### config.mk
export PLATFORM = sky130hd
export DESIGN_NAME = spi_master_slave_framed
export DESIGN_NICKNAME = d
export VERILOG_FILES = /design/src/hdl/spi_master_slave_framed.v
export VERILOG_INCLUDE_DIRS = /design/src /design/src/hdl
export SDC_FILE = /design/constraint.sdc
export NUM_CORES = 1
export LEC_CHECK = 0
export BUFFER_PORTS_ARGS = -buffer_cell sky130_fd_sc_hd__clkbuf_2
export CAP_MARGIN = 25
export CELL_PAD_IN_SITES_DETAIL_PLACEMENT = 1
export CELL_PAD_IN_SITES_GLOBAL_PLACEMENT = 1
export CORE_MARGIN = 5
export CORE_UTILIZATION = 45
export CTS_CLUSTER_SIZE = 28
export DETAILED_ROUTE_END_ITERATION = 16
export PLACE_DENSITY_LB_ADDON = 0.12
export SLEW_MARGIN = 20
export SYNTH_ARGS = -nofsm -noshare
export SYNTH_HDL_FRONTEND = slang
export SYNTH_SLANG_ARGS = --single-unit
### constraint.sdc
create_clock -name clk_sys -period 13.7 [get_ports clk_sys]
set_clock_uncertainty 0.1 [all_clocks]
set_input_delay 1.37 -clock clk_sys [delete_from_list [all_inputs] [get_ports clk_sys]]
set_output_delay 1.37 -clock clk_sys [all_outputs]
set_load 0.005 [all_outputs]
### src/hdl/spi_regs.vh
`ifndef SPI_REGS_VH
`define SPI_REGS_VH
// Register addresses on the local port
`define ADDR_STAT 2'h0
`define ADDR_CTL1 2'h1
`define ADDR_CTL2 2'h2
`define ADDR_BUF 2'h3
// Status register bits
`define STAT_EN 15
`define STAT_IDLE 13
`define STAT_OVF 6
`define STAT_TXF 1
`define STAT_RXF 0
// Control register one bits
`define C1_CLK_OFF 12
`define C1_DOUT_OFF 11
`define C1_WIDTH 10
`define C1_SAMPLE 9
`define C1_EDGE 8
`define C1_SEL_EN 7
`define C1_POL 6
`define C1_MASTER 5
`define C1_SEC_HI 4
`define C1_SEC_LO 2
`define C1_PRI_HI 1
`define C1_PRI_LO 0
`define C1_MASK 16'h1fff
// Control register two bits
`define C2_FRAMED 15
`define C2_FDIR 14
`define C2_FPOL 13
`define C2_FEDGE 1
`define C2_MASK 16'he002
`define CTL_RESET 16'h0000
// Word lengths in bits
`define CNT_WORD 5'h10
`define CNT_BYTE 5'h08
// Primary divide factors for codes 0 to 3
`define PRI_DIV0 10'h040
`define PRI_DIV1 10'h010
`define PRI_DIV2 10'h004
`define PRI_DIV3 10'h001
// Secondary divide is this base minus the code
`define SEC_BASE 10'h008
// Half periods spent on a preceding frame pulse
`define PRE_HALVES 6'h02
`endif

### src/hdl/spi_master_slave_framed.v
// Chosen here: the register addresses and the address-and-strobe port.
`timescale 1ns/10ps
`include "spi_regs.vh"
module spi_master_slave_framed (
  input wire clk_sys,
  input wire rst,
  input wire clk_en,
  input wire idle_mode,
  input wire [1:0] addr,
  input wire [15:0] wdata,
  input wire wr,
  input wire rd,
  output reg [15:0] rdata,
  input wire serial_in_pin,
  output reg serial_out_pin,
  output wire serial_out_oe,
  input wire shift_clock_pin_in,
  output wire shift_clock_pin_out,
  output wire shift_clock_pin_oe,
  input wire slave_select_n_in,
  output wire slave_select_n_out,
  output wire slave_select_n_oe
);

  reg module_enable;
  reg idle_stop;
  reg receive_overflow;
  reg tx_full;
  reg rx_full;
  reg [15:0] ctl_one;
  reg [15:0] ctl_two;
  reg [15:0] transmit_buffer;
  reg [15:0] receive_buffer;
  reg [15:0] shift_reg;
  reg [15:0] rx_shift;
  reg busy;
  reg pre;
  reg [5:0] tick;
  reg [4:0] samples;
  reg [9:0] div;
  reg sck_act;
  reg frame_act;
  reg frame_seen;
  reg [2:0] sck_sync;
  reg [1:0] sdi_sync;
  reg [1:0] ss_sync;

  wire clock_out_disable = ctl_one[`C1_CLK_OFF];
  wire data_out_disable = ctl_one[`C1_DOUT_OFF];
  wire word_width_sel = ctl_one[`C1_WIDTH];
  wire sample_phase = ctl_one[`C1_SAMPLE];
  wire clock_edge = ctl_one[`C1_EDGE];
  wire select_enable = ctl_one[`C1_SEL_EN];
  wire clock_polarity = ctl_one[`C1_POL];
  wire master_select = ctl_one[`C1_MASTER];
  wire [2:0] secondary_prescale = ctl_one[`C1_SEC_HI:`C1_SEC_LO];
  wire [1:0] primary_prescale = ctl_one[`C1_PRI_HI:`C1_PRI_LO];
  wire framed_enable = ctl_two[`C2_FRAMED];
  wire frame_direction = ctl_two[`C2_FDIR];
  wire frame_polarity = ctl_two[`C2_FPOL];
  wire frame_edge = ctl_two[`C2_FEDGE];

  wire run = clk_en & module_enable & ~(idle_stop & idle_mode);

  // Synchronised pin levels
  wire sck_s = sck_sync[1];
  wire sck_q = sck_sync[2];
  wire sdi_s = sdi_sync[1];
  wire ss_s = ss_sync[1];

  reg [9:0] pri_div;
  always @* begin
    case (primary_prescale)
      2'h0: pri_div = `PRI_DIV0;
      2'h1: pri_div = `PRI_DIV1;
      2'h2: pri_div = `PRI_DIV2;
      default: pri_div = `PRI_DIV3;
    endcase
  end
  wire [9:0] sec_div = `SEC_BASE - {7'h00, secondary_prescale};
  wire [19:0] prod_full = pri_div * sec_div;
  // Half period in system clocks; the compare stops one short of it
  wire [9:0] half_period = prod_full[9:0];
  wire div_hit = (div == half_period - 10'h001);

  wire [4:0] word_bits = word_width_sel ? `CNT_WORD : `CNT_BYTE;
  wire edge_eff = clock_edge & ~framed_enable;
  // sample phase only counts for a master
  wire smp_eff = sample_phase & master_select;
  // Frame sync direction decoded once for both roles
  wire frame_out_mode = framed_enable & ~frame_direction;
  wire frame_in_mode = framed_enable & frame_direction;
  wire frame_pulse_in = frame_polarity ? ss_s : ~ss_s;

  // Master end tick: one extra half period for end sampling while edge_eff is clear
  wire [5:0] end_tick = {word_bits, 1'b0} +
    {5'h00, smp_eff & ~edge_eff};
  wire [5:0] t_next = tick + 6'h01;

  // Slave edge detection on the sampled shift clock
  wire sck_edge = sck_s ^ sck_q;
  wire slv_lead = sck_s ^ clock_polarity;
  wire slv_sel = framed_enable ? (frame_seen | frame_pulse_in) :
    (select_enable ? ~ss_s : 1'b1);

  wire m_step = master_select & busy & ~pre & div_hit;
  wire s_step = ~master_select & slv_sel & sck_edge;
  wire step = run & (m_step | s_step);
  wire is_lead = master_select ? t_next[0] : slv_lead;
  wire is_change = edge_eff ? ~is_lead : is_lead;
  wire first = (tick == 6'h00);
  // sample at end or middle of output time
  wire do_sample = smp_eff ? (is_change & ~first) : ~is_change;
  wire do_shift = is_change & ~first;
  wire [4:0] next_samples = samples + 5'h01;
  wire [15:0] next_rx = {rx_shift[14:0], sdi_s};
  wire m_done = m_step & (t_next == end_tick);
  wire s_done = s_step & do_sample & (next_samples == word_bits);
  wire done = run & (m_done | s_done);
  wire [15:0] rx_word = word_width_sel ? next_rx : {8'h00, next_rx[7:0]};
  wire rx_sampled_last = do_sample & step;
  // Last bit may land in the same cycle as the done strobe
  wire [15:0] done_word = rx_sampled_last ? rx_word :
    (word_width_sel ? rx_shift : {8'h00, rx_shift[7:0]});

  // start when tx word waits and shifter idles
  // Framed input mode also waits for the sync pulse
  wire m_start = master_select & ~busy & tx_full &
    (~frame_in_mode | frame_seen | frame_pulse_in);
  wire s_load = ~master_select & first & tx_full;
  wire load = run & (m_start | s_load);
  // select released mid-word restarts the word
  wire slv_abort = ~master_select & ~framed_enable & select_enable & ss_s;

  // Buffer accesses freeze with the clock enable
  wire buf_wr = clk_en & wr & (addr == `ADDR_BUF);
  wire buf_rd = clk_en & rd & (addr == `ADDR_BUF);

  // First bit on the wire: bit 15 or bit 7
  function out_msb;
    input [15:0] w;
    input m16;
    begin
      out_msb = m16 ? w[15] : w[7];
    end
  endfunction

  // Two-stage input synchronisers
  always @(posedge clk_sys) begin
    if (rst) begin
      sck_sync <= 3'h0;
      sdi_sync <= 2'h0;
      // Select idles high, so no false frame follows reset
      ss_sync <= 2'h3;
    end else if (clk_en) begin
      sck_sync <= {sck_sync[1:0], shift_clock_pin_in};
      sdi_sync <= {sdi_sync[0], serial_in_pin};
      ss_sync <= {ss_sync[0], slave_select_n_in};
    end
  end

  // Software-written controls
  always @(posedge clk_sys) begin
    if (rst) begin
      module_enable <= 1'b0;
      idle_stop <= 1'b0;
      ctl_one <= `CTL_RESET;
      ctl_two <= `CTL_RESET;
      transmit_buffer <= `CTL_RESET;
    end else if (clk_en && wr) begin
      case (addr)
        `ADDR_STAT: begin
          module_enable <= wdata[`STAT_EN];
          idle_stop <= wdata[`STAT_IDLE];
        end
        `ADDR_CTL1: ctl_one <= wdata & `C1_MASK;
        `ADDR_CTL2: ctl_two <= wdata & `C2_MASK;
        default: transmit_buffer <= wdata;
      endcase
    end
  end

  // Status flags; hardware sets win over clears
  always @(posedge clk_sys) begin
    if (rst) begin
      tx_full <= 1'b0;
      rx_full <= 1'b0;
      receive_overflow <= 1'b0;
      receive_buffer <= `CTL_RESET;
    end else begin
      // tx full set on write, cleared on load
      if (buf_wr)
        tx_full <= 1'b1;
      else if (load)
        tx_full <= 1'b0;
      // rx full set on transfer, cleared on read
      if (done && rx_full && !buf_rd) begin
        receive_overflow <= 1'b1;
      end else if (done) begin
        rx_full <= 1'b1;
        receive_buffer <= done_word;
      end else if (buf_rd) begin
        rx_full <= 1'b0;
      end
      // Writing zero to bit 6 clears overflow; a new overflow wins
      if (clk_en && wr && addr == `ADDR_STAT && !wdata[`STAT_OVF] &&
          !(done && rx_full && !buf_rd))
        receive_overflow <= 1'b0;
    end
  end

  // Read data one cycle after the strobe
  always @(posedge clk_sys) begin
    if (rst) begin
      rdata <= `CTL_RESET;
    end else if (clk_en && rd) begin
      case (addr)
        // Unused status bits read as zero
        `ADDR_STAT: rdata <= {module_enable, 1'b0, idle_stop, 6'h00,
          receive_overflow, 4'h0, tx_full, rx_full};
        `ADDR_CTL1: rdata <= ctl_one;
        `ADDR_CTL2: rdata <= ctl_two;
        default: rdata <= receive_buffer;
      endcase
    end
  end

  // half-period divider for the master clock
  always @(posedge clk_sys) begin
    if (rst) begin
      div <= 10'h000;
    end else if (run) begin
      // Divider rests at zero between words
      if (!busy || div_hit)
        div <= 10'h000;
      else
        div <= div + 10'h001;
    end
  end

  // Frame pulse seen on the select pin
  always @(posedge clk_sys) begin
    if (rst) begin
      frame_seen <= 1'b0;
    end else if (run) begin
      if (done || !frame_in_mode)
        frame_seen <= 1'b0;
      // select pin as frame sync input
      else if (frame_pulse_in)
        frame_seen <= 1'b1;
    end else if (clk_en && !module_enable) begin
      // Disabled block forgets any pending frame pulse
      frame_seen <= 1'b0;
    end
  end

  // Transfer engine
  always @(posedge clk_sys) begin
    if (rst) begin
      busy <= 1'b0;
      pre <= 1'b0;
      tick <= 6'h00;
      samples <= 5'h00;
      sck_act <= 1'b0;
      frame_act <= 1'b0;
      shift_reg <= `CTL_RESET;
      rx_shift <= `CTL_RESET;
      serial_out_pin <= 1'b0;
    end else if (clk_en && !module_enable) begin
      busy <= 1'b0;
      pre <= 1'b0;
      tick <= 6'h00;
      samples <= 5'h00;
      sck_act <= 1'b0;
      frame_act <= 1'b0;
    end else if (run) begin
      if (load) begin
        // word moves into the shift register
        shift_reg <= transmit_buffer;
        serial_out_pin <= out_msb(transmit_buffer, word_width_sel);
        // A slave never goes busy; it follows the far clock
        busy <= master_select;
        tick <= 6'h00;
        samples <= 5'h00;
        pre <= master_select & frame_out_mode & ~frame_edge;
        frame_act <= master_select & frame_out_mode;
      end else if (slv_abort) begin
        tick <= 6'h00;
        samples <= 5'h00;
      end else if (master_select && busy && pre && div_hit) begin
        // pulse spans two half periods before clocking
        tick <= t_next;
        if (t_next == `PRE_HALVES) begin
          pre <= 1'b0;
          tick <= 6'h00;
          frame_act <= 1'b0;
        end
      end else if (step) begin
        tick <= t_next;
        // exactly one clock period per bit
        if (master_select && t_next <= {word_bits, 1'b0})
          sck_act <= ~sck_act;
        if (master_select && t_next == `PRE_HALVES)
          frame_act <= 1'b0;
        if (do_shift) begin
          shift_reg <= {shift_reg[14:0], 1'b0};
          serial_out_pin <= out_msb({shift_reg[14:0], 1'b0},
            word_width_sel);
        end
        if (do_sample) begin
          rx_shift <= next_rx;
          samples <= next_samples;
        end
        // word complete: the flag process takes it
        if (done) begin
          busy <= 1'b0;
          tick <= 6'h00;
          samples <= 5'h00;
        end
      end
    end
  end

  // Pin drive
  // four serial pins: data in, data out, clock, select
  // clock out only in master mode
  assign shift_clock_pin_oe = module_enable & master_select &
    ~clock_out_disable;
  assign shift_clock_pin_out = sck_act ^ clock_polarity;
  assign serial_out_oe = module_enable & ~data_out_disable;
  assign slave_select_n_oe = module_enable & master_select &
    frame_out_mode;
  assign slave_select_n_out = frame_polarity ? frame_act : ~frame_act;

endmodule

==> results of run 1 <==
kinds of logic after synthesis:
group | count (synthesis) | synth area share, %
buffers and inverters | 83 | 4.59
AOI/OAI and AO/OA | 194 | 18.0
muxes | 54 | 8.04
xor gates and xnor gates | 35 | 4.47
DFF | 135 | 37.7
and+or+nand+nor | 318 | 20.7
adders and majority gates | 35 | 6.52
power by group through the flow:
stage                     Clock, mW  Combinational, mW  Sequential, mW
after floorplan                   0             0.0383           0.408
after global placement            0             0.0541           0.410
after detailed placement          0             0.0556           0.410
after CTS                     0.514             0.0561           0.401
after global routing          0.531             0.0619           0.401
final                         0.506             0.0562           0.401
worst max-delay path: stages (launching register included):
cell	delay, ns
dfxtp_1	0.40
inv_1	0.10
ha_1	0.21
xor2_1	0.29
nor2b_1	0.09
ha_1	0.29
inv_1	0.04
ha_1	0.19
fa_1	0.50
inv_1	0.04
ha_1	0.38
xnor2_1	0.35
o21ai_0	0.18
o22ai_1	0.25
o21ai_1	0.17
or4_1	0.68
o22ai_4	0.49
nor3b_4	0.44
a22o_1	0.19
layout make-up:
class / count / area [um^2] / share of cell area (%)
Timing Repair Buffer: 54 / 288 / 3.53
Clock inverter: 14 / 210 / 2.58
Inverter: 30 / 113 / 1.38
Clock buffer: 18 / 429 / 5.26
Sequential cell: 135 / 2700 / 33.1
Tap cell: 216 / 270 / 3.31
Multi-Input combinational cell: 636 / 4150 / 50.8
per-layer routing:
metal	GRT usage, %	share of wire, %	vias to the layer above
met5	0	0	-
met4	8.85	2.2	0
met3	3.81	3.7	37
met2	41.1	49	110
met1	29.7	45	3177
li1	-	-	3069
metrics by stage:
stage          setup WS (ns)  hold WS (ns)
6_report                8.27         0.358
3_3_place_gp            8.54         0.339
3_5_place_dp            8.27         0.354
4_1_cts                 8.25         0.359
5_1_grt                 7.94         0.383
2_1_floorplan           9.17         0.327
cells in the mapped netlist, types with 6 or more instances:
library cell | count | share of area (%)
nand3_1 | 37 | 2.6
a311oi_1 | 9 | 1.1
nor2b_1 | 9 | 0.79
and3_1 | 9 | 0.79
a21oi_1 | 66 | 4.6
mux2i_1 | 34 | 4.7
nor2_1 | 76 | 4.0
a22oi_1 | 10 | 1.0
and2_1 | 9 | 0.79
ha_1 | 31 | 5.4
dfxtp_1 | 135 | 38
o22ai_1 | 8 | 0.70
a22o_1 | 8 | 0.98
inv_1 | 30 | 1.6
o21ai_0 | 29 | 2.0
nand2_1 | 118 | 6.2
nand2b_1 | 9 | 0.79
clkbuf_1 | 40 | 2.1
a211o_1 | 6 | 0.73
nand4_1 | 19 | 1.7
xor2_1 | 20 | 2.4
nor3_1 | 11 | 0.77
xnor2_1 | 14 | 1.7
a21o_1 | 6 | 0.63
mux2_2 | 19 | 3.0
a211oi_1 | 15 | 1.6
placed cells by master (no fill, tap or decap), types with 29 or more instances in the layout:
| cell type | Yosys | layout |
|---|---|---|
| dfxtp_1 | 135 | 135 |
| nand3_1 | 37 | 37 |
| mux2i_1 | 34 | 34 |
| o21ai_0 | 29 | 29 |
| ha_1 | 31 | 31 |
| inv_1 | 30 | 30 |
| a21oi_1 | 66 | 65 |
| nand2_1 | 118 | 118 |
| clkbuf_2 | 0 | 47 |
| nor2_1 | 76 | 75 |
path summary, 6_finish.rpt:
path,to,slack (ns),cells past startpoint
hold / removal,transmit_buffer[9],0.36,2
setup / recovery,receive_buffer[12],8.27,18
setup reg to reg,receive_buffer[12],8.27,18
hold reg to reg,transmit_buffer[9],0.36,2
==> flow_summary.toml, run 1 <==
[worst_setup_path]
worstPathMaxFanout = 18
critPathKind = "flip-flop to flip-flop"
cp.arrival_ns = 5.70
required_ns = 13.97
cp-startpoint = "ctl_one[2]"
start_kind = "flip-flop"
end_kind = "flip-flop"
reg2reg_from = "ctl_one[2]"

[sta]
finalMaxSlewViolations = 0
timing.slew.headroom_pct = 33.8
rsz0062_at_grt = "false"
fin_setup_tns_ns = 0
period_minus_slack_ns = 5.43
fmax_ghz = 0.184
final.period_utilization_pct = 39.6
hold_viol_final = 0
setup_viol = 0
tightest_slew_ns = 0.993

[pwr]
leakagePower_nw = 3.16
seq_power_share_pct = 41.6
p_int_mw = 0.726
switching_power_mw = 0.238
power_density_mw_per_mm2 = 118
combPwrFrac_pct = 5.8
irDropWorstVdd_mv = 0.0935
p_sw_share_pct = 24.7
power_mw = 0.964
clockPowerShare_pct = 52.5

[clock_network]
clk_latency_ns = 0.43
ctsResizeCount = 0
cts_buffers = 17
clock-sinks = 135
cts_root_buffer = "clkbuf_16"
cts_buffer_depth = 2
cts_tree = "yes"
htreeDepth = 4
ctsHoldBuffers = 0
clkTransAtPathRegs_ns = 0.07
postCtsSetupRepairBufs = 0

[die]
ios = 49
die_y_um = 136
core-area_mm2 = 0.0158
row_count = 46
die_area_mm2 = 0.0186
die_x_um = 136
start_util_pct = 45.5

[place]
dp.cells = 1071
dp_hpwl_mm = 15.2
place_area_mm2 = 0.00752
globalplace.congestion = 0.844
port_buffers = 48

[detailed_routing]
routed_wl_mm = 21.3
drc = 0
firstDrtPassIters = 4
vias = 6393
drt_iter0_drc = 418
wl_per_cell_um = 19.3
drt-vias-per-instance = 5.80
antenna_left = 0

[run_status]
outcome = "complete, no violations"

[run]
cap_violations = 0

[cells_and_area]
post_route_cells_drive_above_1_share_pct = 13.4
num_antenna_cells = 0
syn_to_final_growth_pct = 13.8
nets = 936
stdcell_count = 1103
fin_util_pct = 51.8
fill_cells = 1908
design_area_mm2 = 0.00816

[worst_hold_path]
hp-start = "transmit_buffer[9]"
min_path_type = "flip-flop to flip-flop"

[grt]
grt_usage_pct = 23.8
antenna_found_initial = 0
grt_pass1_vias = 6706
overflow = 0
grt_max_degree = 71
grt_pass1_wl_mm = 34.8

[synth]
synthFlopType = "dfxtp_1"
ys_seq_elements = 135
async_flop_share_pct = 0
synth.yosys.seq_area_share_pct = 37.7
synth-edff-count = 0
yosysWarnings = 0
ys_types = 64
synth_nets = 916
synth_area_mm2 = 0.00717
syn_avg_cell_area_um2 = 8.40
synthCells = 854
(Power assumes the default switching activity.)
==> run 2, diff against run 1 <==
==> constraint.sdc (replaced) <==
create_clock -name clk_sys -period 5 [get_ports clk_sys]
set_clock_uncertainty 0.1 [all_clocks]
set_input_delay 0.5 -clock clk_sys [delete_from_list [all_inputs] [get_ports clk_sys]]
set_output_delay 0.5 -clock clk_sys [all_outputs]
set_load 0.005 [all_outputs]
==> flow_summary.toml, run 2 (same netlist as run 1, synthesis figures left out) <==
[run_status]
outcome = "complete, no violations"

[die]
start_util_pct = 45.5
die_y_um = 136
ios = 49
die_x_um = 136
core-area_mm2 = 0.0158
row_count = 46
die_area_mm2 = 0.0186

[place]
port_buffers = 48
dp_hpwl_mm = 15.8
globalplace.congestion = 0.829

[sta]
setup_viol = 0
fmax_ghz = 0.212
timing.slew.headroom_pct = 46.4
rsz0062_at_grt = "false"
hold_viol_final = 0
period_minus_slack_ns = 4.71
final.period_utilization_pct = 94.3
finalMaxSlewViolations = 0
whs_ns = 0.221
tightest_slew_ns = 0.802

[grt]
overflow = 0
antenna_found_initial = 0
grt_usage_pct = 24.2
grt_max_degree = 69
grt_pass1_vias = 6812
grt_pass1_wl_mm = 35.4

[pwr]
p_int_mw = 1.81
switching_power_mw = 0.667
leakagePower_nw = 3.23
irDropWorstVdd_mv = 0.229
combPwrFrac_pct = 6.6
p_sw_share_pct = 26.9
clockPowerShare_pct = 49.2
seq_power_share_pct = 44.2
power_density_mw_per_mm2 = 300
power_mw = 2.48

[detailed_routing]
routed_wl_mm = 21.8
drt_iter0_drc = 349
wl_per_cell_um = 19.5
firstDrtPassIters = 4
vias = 6481
drc = 0
drt-vias-per-instance = 5.79
antenna_left = 0

[worst_setup_path]
worst-path-buf-inv = 4
cp_cell_sequence = "inv_1 > ha_1 > xor2_2 > nor2_1 > ha_1 > inv_1 > fa_1 > inv_1 > fa_1 > a211o_1 > a21o_1 > a211oi_2 > o21ai_1 > or4_4 > o22ai_4 > buf_4 > nor2_1 > a311oi_1"
end_kind = "flip-flop"
path_common_cell = "inv_1"
crit_slowest_cell = "or4_4"
critPathMaxStageDelay_ns = 0.58
cp.arrival_ns = 4.93
worstPathMaxFanout = 9
critPathKind = "flip-flop to flip-flop"
start_kind = "flip-flop"
required_ns = 5.22
path_delay_family = "adder cells"

[clock_network]
clock-sinks = 135
htreeDepth = 4
clkTransAtPathRegs_ns = 0.07
cts_buffer_depth = 2
cts_root_buffer = "clkbuf_16"
cts_tree = "yes"
cts_buffers = 17
ctsHoldBuffers = 0
clk_latency_ns = 0.42

[cells_and_area]
most-common-layout-cells = "dfxtp_1, nand2_1, nor2_1"
nets = 952
post_route_cells_drive_above_1_share_pct = 15.8
num_antenna_cells = 0
layout_commonest_cell = "dfxtp_1"
fill_cells = 1902
syn_to_final_growth_pct = 15.5

[worst_hold_path]
min_path_type = "input port to flip-flop"

[run]
cap_violations = 0
-- run 2: cell count changes in the layout (fill, tap and decap cells not counted), sizes merged --
cell and delta:
buf +16, bufinv -4, clkinv +3, inv +1
-- run 2: power by group through the flow --
stage          clock (mW)  combinational (mW)  sequential, mW
6_report             1.22               0.163            1.10
5_1_grt              1.29               0.178            1.10
4_1_cts              1.25               0.160            1.10
2_1_floorplan           0               0.105            1.12
3_3_place_gp            0               0.150            1.12
3_5_place_dp            0               0.156            1.12
-- run 2: worst min-delay path: stages --
cell	delay [ns]
clkbuf_2	0.09
nand2_1	0.05
a21oi_1	0.05
-- run 2: timing repair --
item | CTS | global route
setup buffers | 1 | 0
endpoints found under the setup margin | 8 | 62
resized for setup | 1 | 9
pin swaps | 0 | 2
endpoints found under the hold margin | 0 | 0
-- run 2: layer usage --
metal | track usage [%] | part of all wire, % | routed length [um] | vias to the layer above
li1 | - | - | - | 3105
met1 | 30.1 | 43 | 9440 | 3203
met2 | 42.0 | 50 | 11000 | 133
met3 | 4.26 | 3.9 | 844 | 40
met4 | 8.40 | 2.8 | 603 | 0
met5 | 0 | 0 | 0 | -
-- run 2: final cells by class --
| class | count | area [um^2] | area share (%) |
|---|---|---|---|
| clock inverters | 14 | 134 | 1.62 |
| repair buffers | 70 | 437 | 5.27 |
| well taps | 216 | 270 | 3.26 |
| inverters | 30 | 113 | 1.36 |
| clock buffers | 18 | 439 | 5.30 |
| flip-flops and latches | 135 | 2700 | 32.6 |
| multi-input cells | 636 | 4190 | 50.6 |
-- run 2: worst paths after layout --
| path | startpoint | endpoint | slack, ns | cells past startpoint |
|---|---|---|---|---|
| hold / removal | wdata[3] | ctl_one[3] | 0.22 | 3 |
| setup reg to reg | ctl_one[3] | receive_buffer[5] | 0.29 | 18 |
| hold reg to reg | transmit_buffer[11] | transmit_buffer[11] | 0.36 | 2 |
| setup / recovery | ctl_one[3] | receive_buffer[5] | 0.29 | 18 |
-- run 2: stage by stage --
step	std cells	setup slack, ns	TNS (ns)	utilization, %	instance area [um^2]
2_1_floorplan	854	0.466	0	-	7170
3_3_place_gp	1086	0.206	0	48.5	7650
3_5_place_dp	1086	-0.0349	-0.0988	48.6	7660
4_1_cts	1119	0.0562	0	52.3	8250
5_1_grt	1119	0.0351	0	52.5	8290
6_report	1119	0.285	0	52.5	8290
==> run 3, diff against run 2 <==
--- a/config.mk
+++ b/config.mk
@@ -11,7 +11,7 @@
 export CELL_PAD_IN_SITES_DETAIL_PLACEMENT = 1
 export CELL_PAD_IN_SITES_GLOBAL_PLACEMENT = 1
 export CORE_MARGIN = 5
-export CORE_UTILIZATION = 45
+export CORE_UTILIZATION = 46
 export CTS_CLUSTER_SIZE = 28
 export DETAILED_ROUTE_END_ITERATION = 16
 export PLACE_DENSITY_LB_ADDON = 0.12
==> flow_summary.toml, run 3 (same netlist as run 1, synthesis figures left out) <==
[grt]
overflow = 0
grt_max_degree = 64
grt_pass1_vias = 6762
grt_pass1_wl_mm = 35.0
grt_usage_pct = 24.1
antenna_found_initial = 0

[cells_and_area]
nets = 954
layout_commonest_cell = "dfxtp_1"
fin_util_pct = 54.6
design_area_mm2 = 0.00833
multi_input_area_mm2 = 0.00419
register_area_mm2 = 0.00270
num_antenna_cells = 0
most-common-layout-cells = "dfxtp_1, nand2_1, nor2_1"
syn_to_final_growth_pct = 16.2
fill_cells = 1815
post_route_cells_drive_above_1_share_pct = 16.0

[die]
ios = 49
die_area_mm2 = 0.0182
die_y_um = 135
row_count = 45
start_util_pct = 47.0
core-area_mm2 = 0.0153
die_x_um = 135

[sta]
period_minus_slack_ns = 4.78
tightest_slew_ns = 0.805
hold_viol_final = 0
fmax_ghz = 0.209
finalMaxSlewViolations = 0
final.period_utilization_pct = 95.6
setup_viol = 0
timing.slew.headroom_pct = 46.2

[detailed_routing]
firstDrtPassIters = 4
vias = 6454
drt_iter0_drc = 368
drc = 0
routed_wl_mm = 21.1
drt-vias-per-instance = 5.78
wl_per_cell_um = 18.9
antenna_left = 0

[worst_setup_path]
critPathKind = "flip-flop to flip-flop"
cp_cell_sequence = "inv_1 > ha_1 > xor2_2 > nor2_1 > ha_1 > inv_1 > fa_1 > inv_1 > fa_1 > a211o_1 > o21ai_0 > xnor2_1 > nand4_1 > or4_4 > buf_4 > o21ai_1 > buf_4 > o32a_1 > mux2i_1"
required_ns = 5.21
cp.arrival_ns = 4.99
critPathMaxStageDelay_ns = 0.64
worstPathMaxFanout = 5
path_common_cell = "inv_1"
start_kind = "flip-flop"
end_kind = "flip-flop"
crit_slowest_cell = "or4_4"

[clock_network]
cts_buffers = 17
clk_latency_ns = 0.44
clkTransAtPathRegs_ns = 0.06
cts_buffer_depth = 2
clock-sinks = 135
ctsHoldBuffers = 0
htreeDepth = 4
cts_root_buffer = "clkbuf_16"
cts_tree = "yes"

[place]
dp_hpwl_mm = 15.2
port_buffers = 48
globalplace.congestion = 0.854
place_area_mm2 = 0.00766

[run]
cap_violations = 0

[run_status]
outcome = "complete, no violations"

[pwr]
power_mw = 2.54
leakagePower_nw = 3.25
irDropWorstVdd_mv = 0.223
power_density_mw_per_mm2 = 305

[worst_hold_path]
min_path_type = "input port to flip-flop"
run 3: cell types whose count changed in the layout (fill, tap and decap cells not counted), sizes merged:
cell / before / now
buf: 23 / 25
bufinv: 0 / 1
clkbuf: 65 / 64
clkinv: 4 / 3
inv: 38 / 39
run 3: area by class of cell:
cell class	instances	share of cell area, %
inverter	30	1.35
clock buffer	17	5.10
sequential	135	32.4
multi-input combinational	636	50.2
tap	211	3.17
timing repair buffer	72	5.61
clock inverter	15	2.10
run 3: through the flow:
stage                     setup slack [ns]  instances  hold slack [ns]  setup TNS [ns]
final                                0.218       1116            0.172               0
after global routing               -0.0462       1116            0.194          -0.102
after CTS                           0.0403       1112            0.167               0
after detailed placement           -0.0330       1080            0.352         -0.0607
after global placement               0.218       1080            0.342               0
after floorplan                      0.466        854            0.327               0
run 3: final timing paths:
kind,startpoint,endpoint,cells past startpoint,slack (ns)
worst min register to register,transmit_buffer[5],transmit_buffer[5],2,0.36
worst max register to register,ctl_one[3],tick[2],19,0.22
worst min-delay path,slave_select_n_in,ss_sync[0],2,0.17
worst max-delay path,ctl_one[3],tick[2],19,0.22
run 3: critical path, delay by kind of cell (launching register included):
family / cells / cell delay [ns]
AOI/OAI and AO/OA: 4 / 0.80
xor gates and xnor gates: 2 / 0.36
adders and majority gates: 4 / 1.48
buffers and inverters: 5 / 0.55
DFF: 1 / 0.36
muxes: 1 / 0.07
and+or+nand+nor: 3 / 0.93
run 3: metal layers:
metal | wire (um) | global-route usage [%] | vias up
li1 | - | - | 3113
met1 | 9550 | 30.6 | 3178
met2 | 10200 | 40.3 | 131
met3 | 881 | 5.29 | 32
met4 | 397 | 8.43 | 0
met5 | 0 | 0 | -
run 3: repair_timing:
item | CTS | global route
gates resized for setup | 1 | 9
endpoints found under the setup margin | 13 | 52
pin swaps | 0 | 2
buffers inserted | 0 | 4
run 3: report_power, final:
part           internal (mW)  leakage (nW)  switching (mW)  total (mW)
registers               1.09          1.09          0.0121        1.10
logic                 0.0564          1.87           0.103       0.159
clock network          0.714         0.289           0.573        1.29
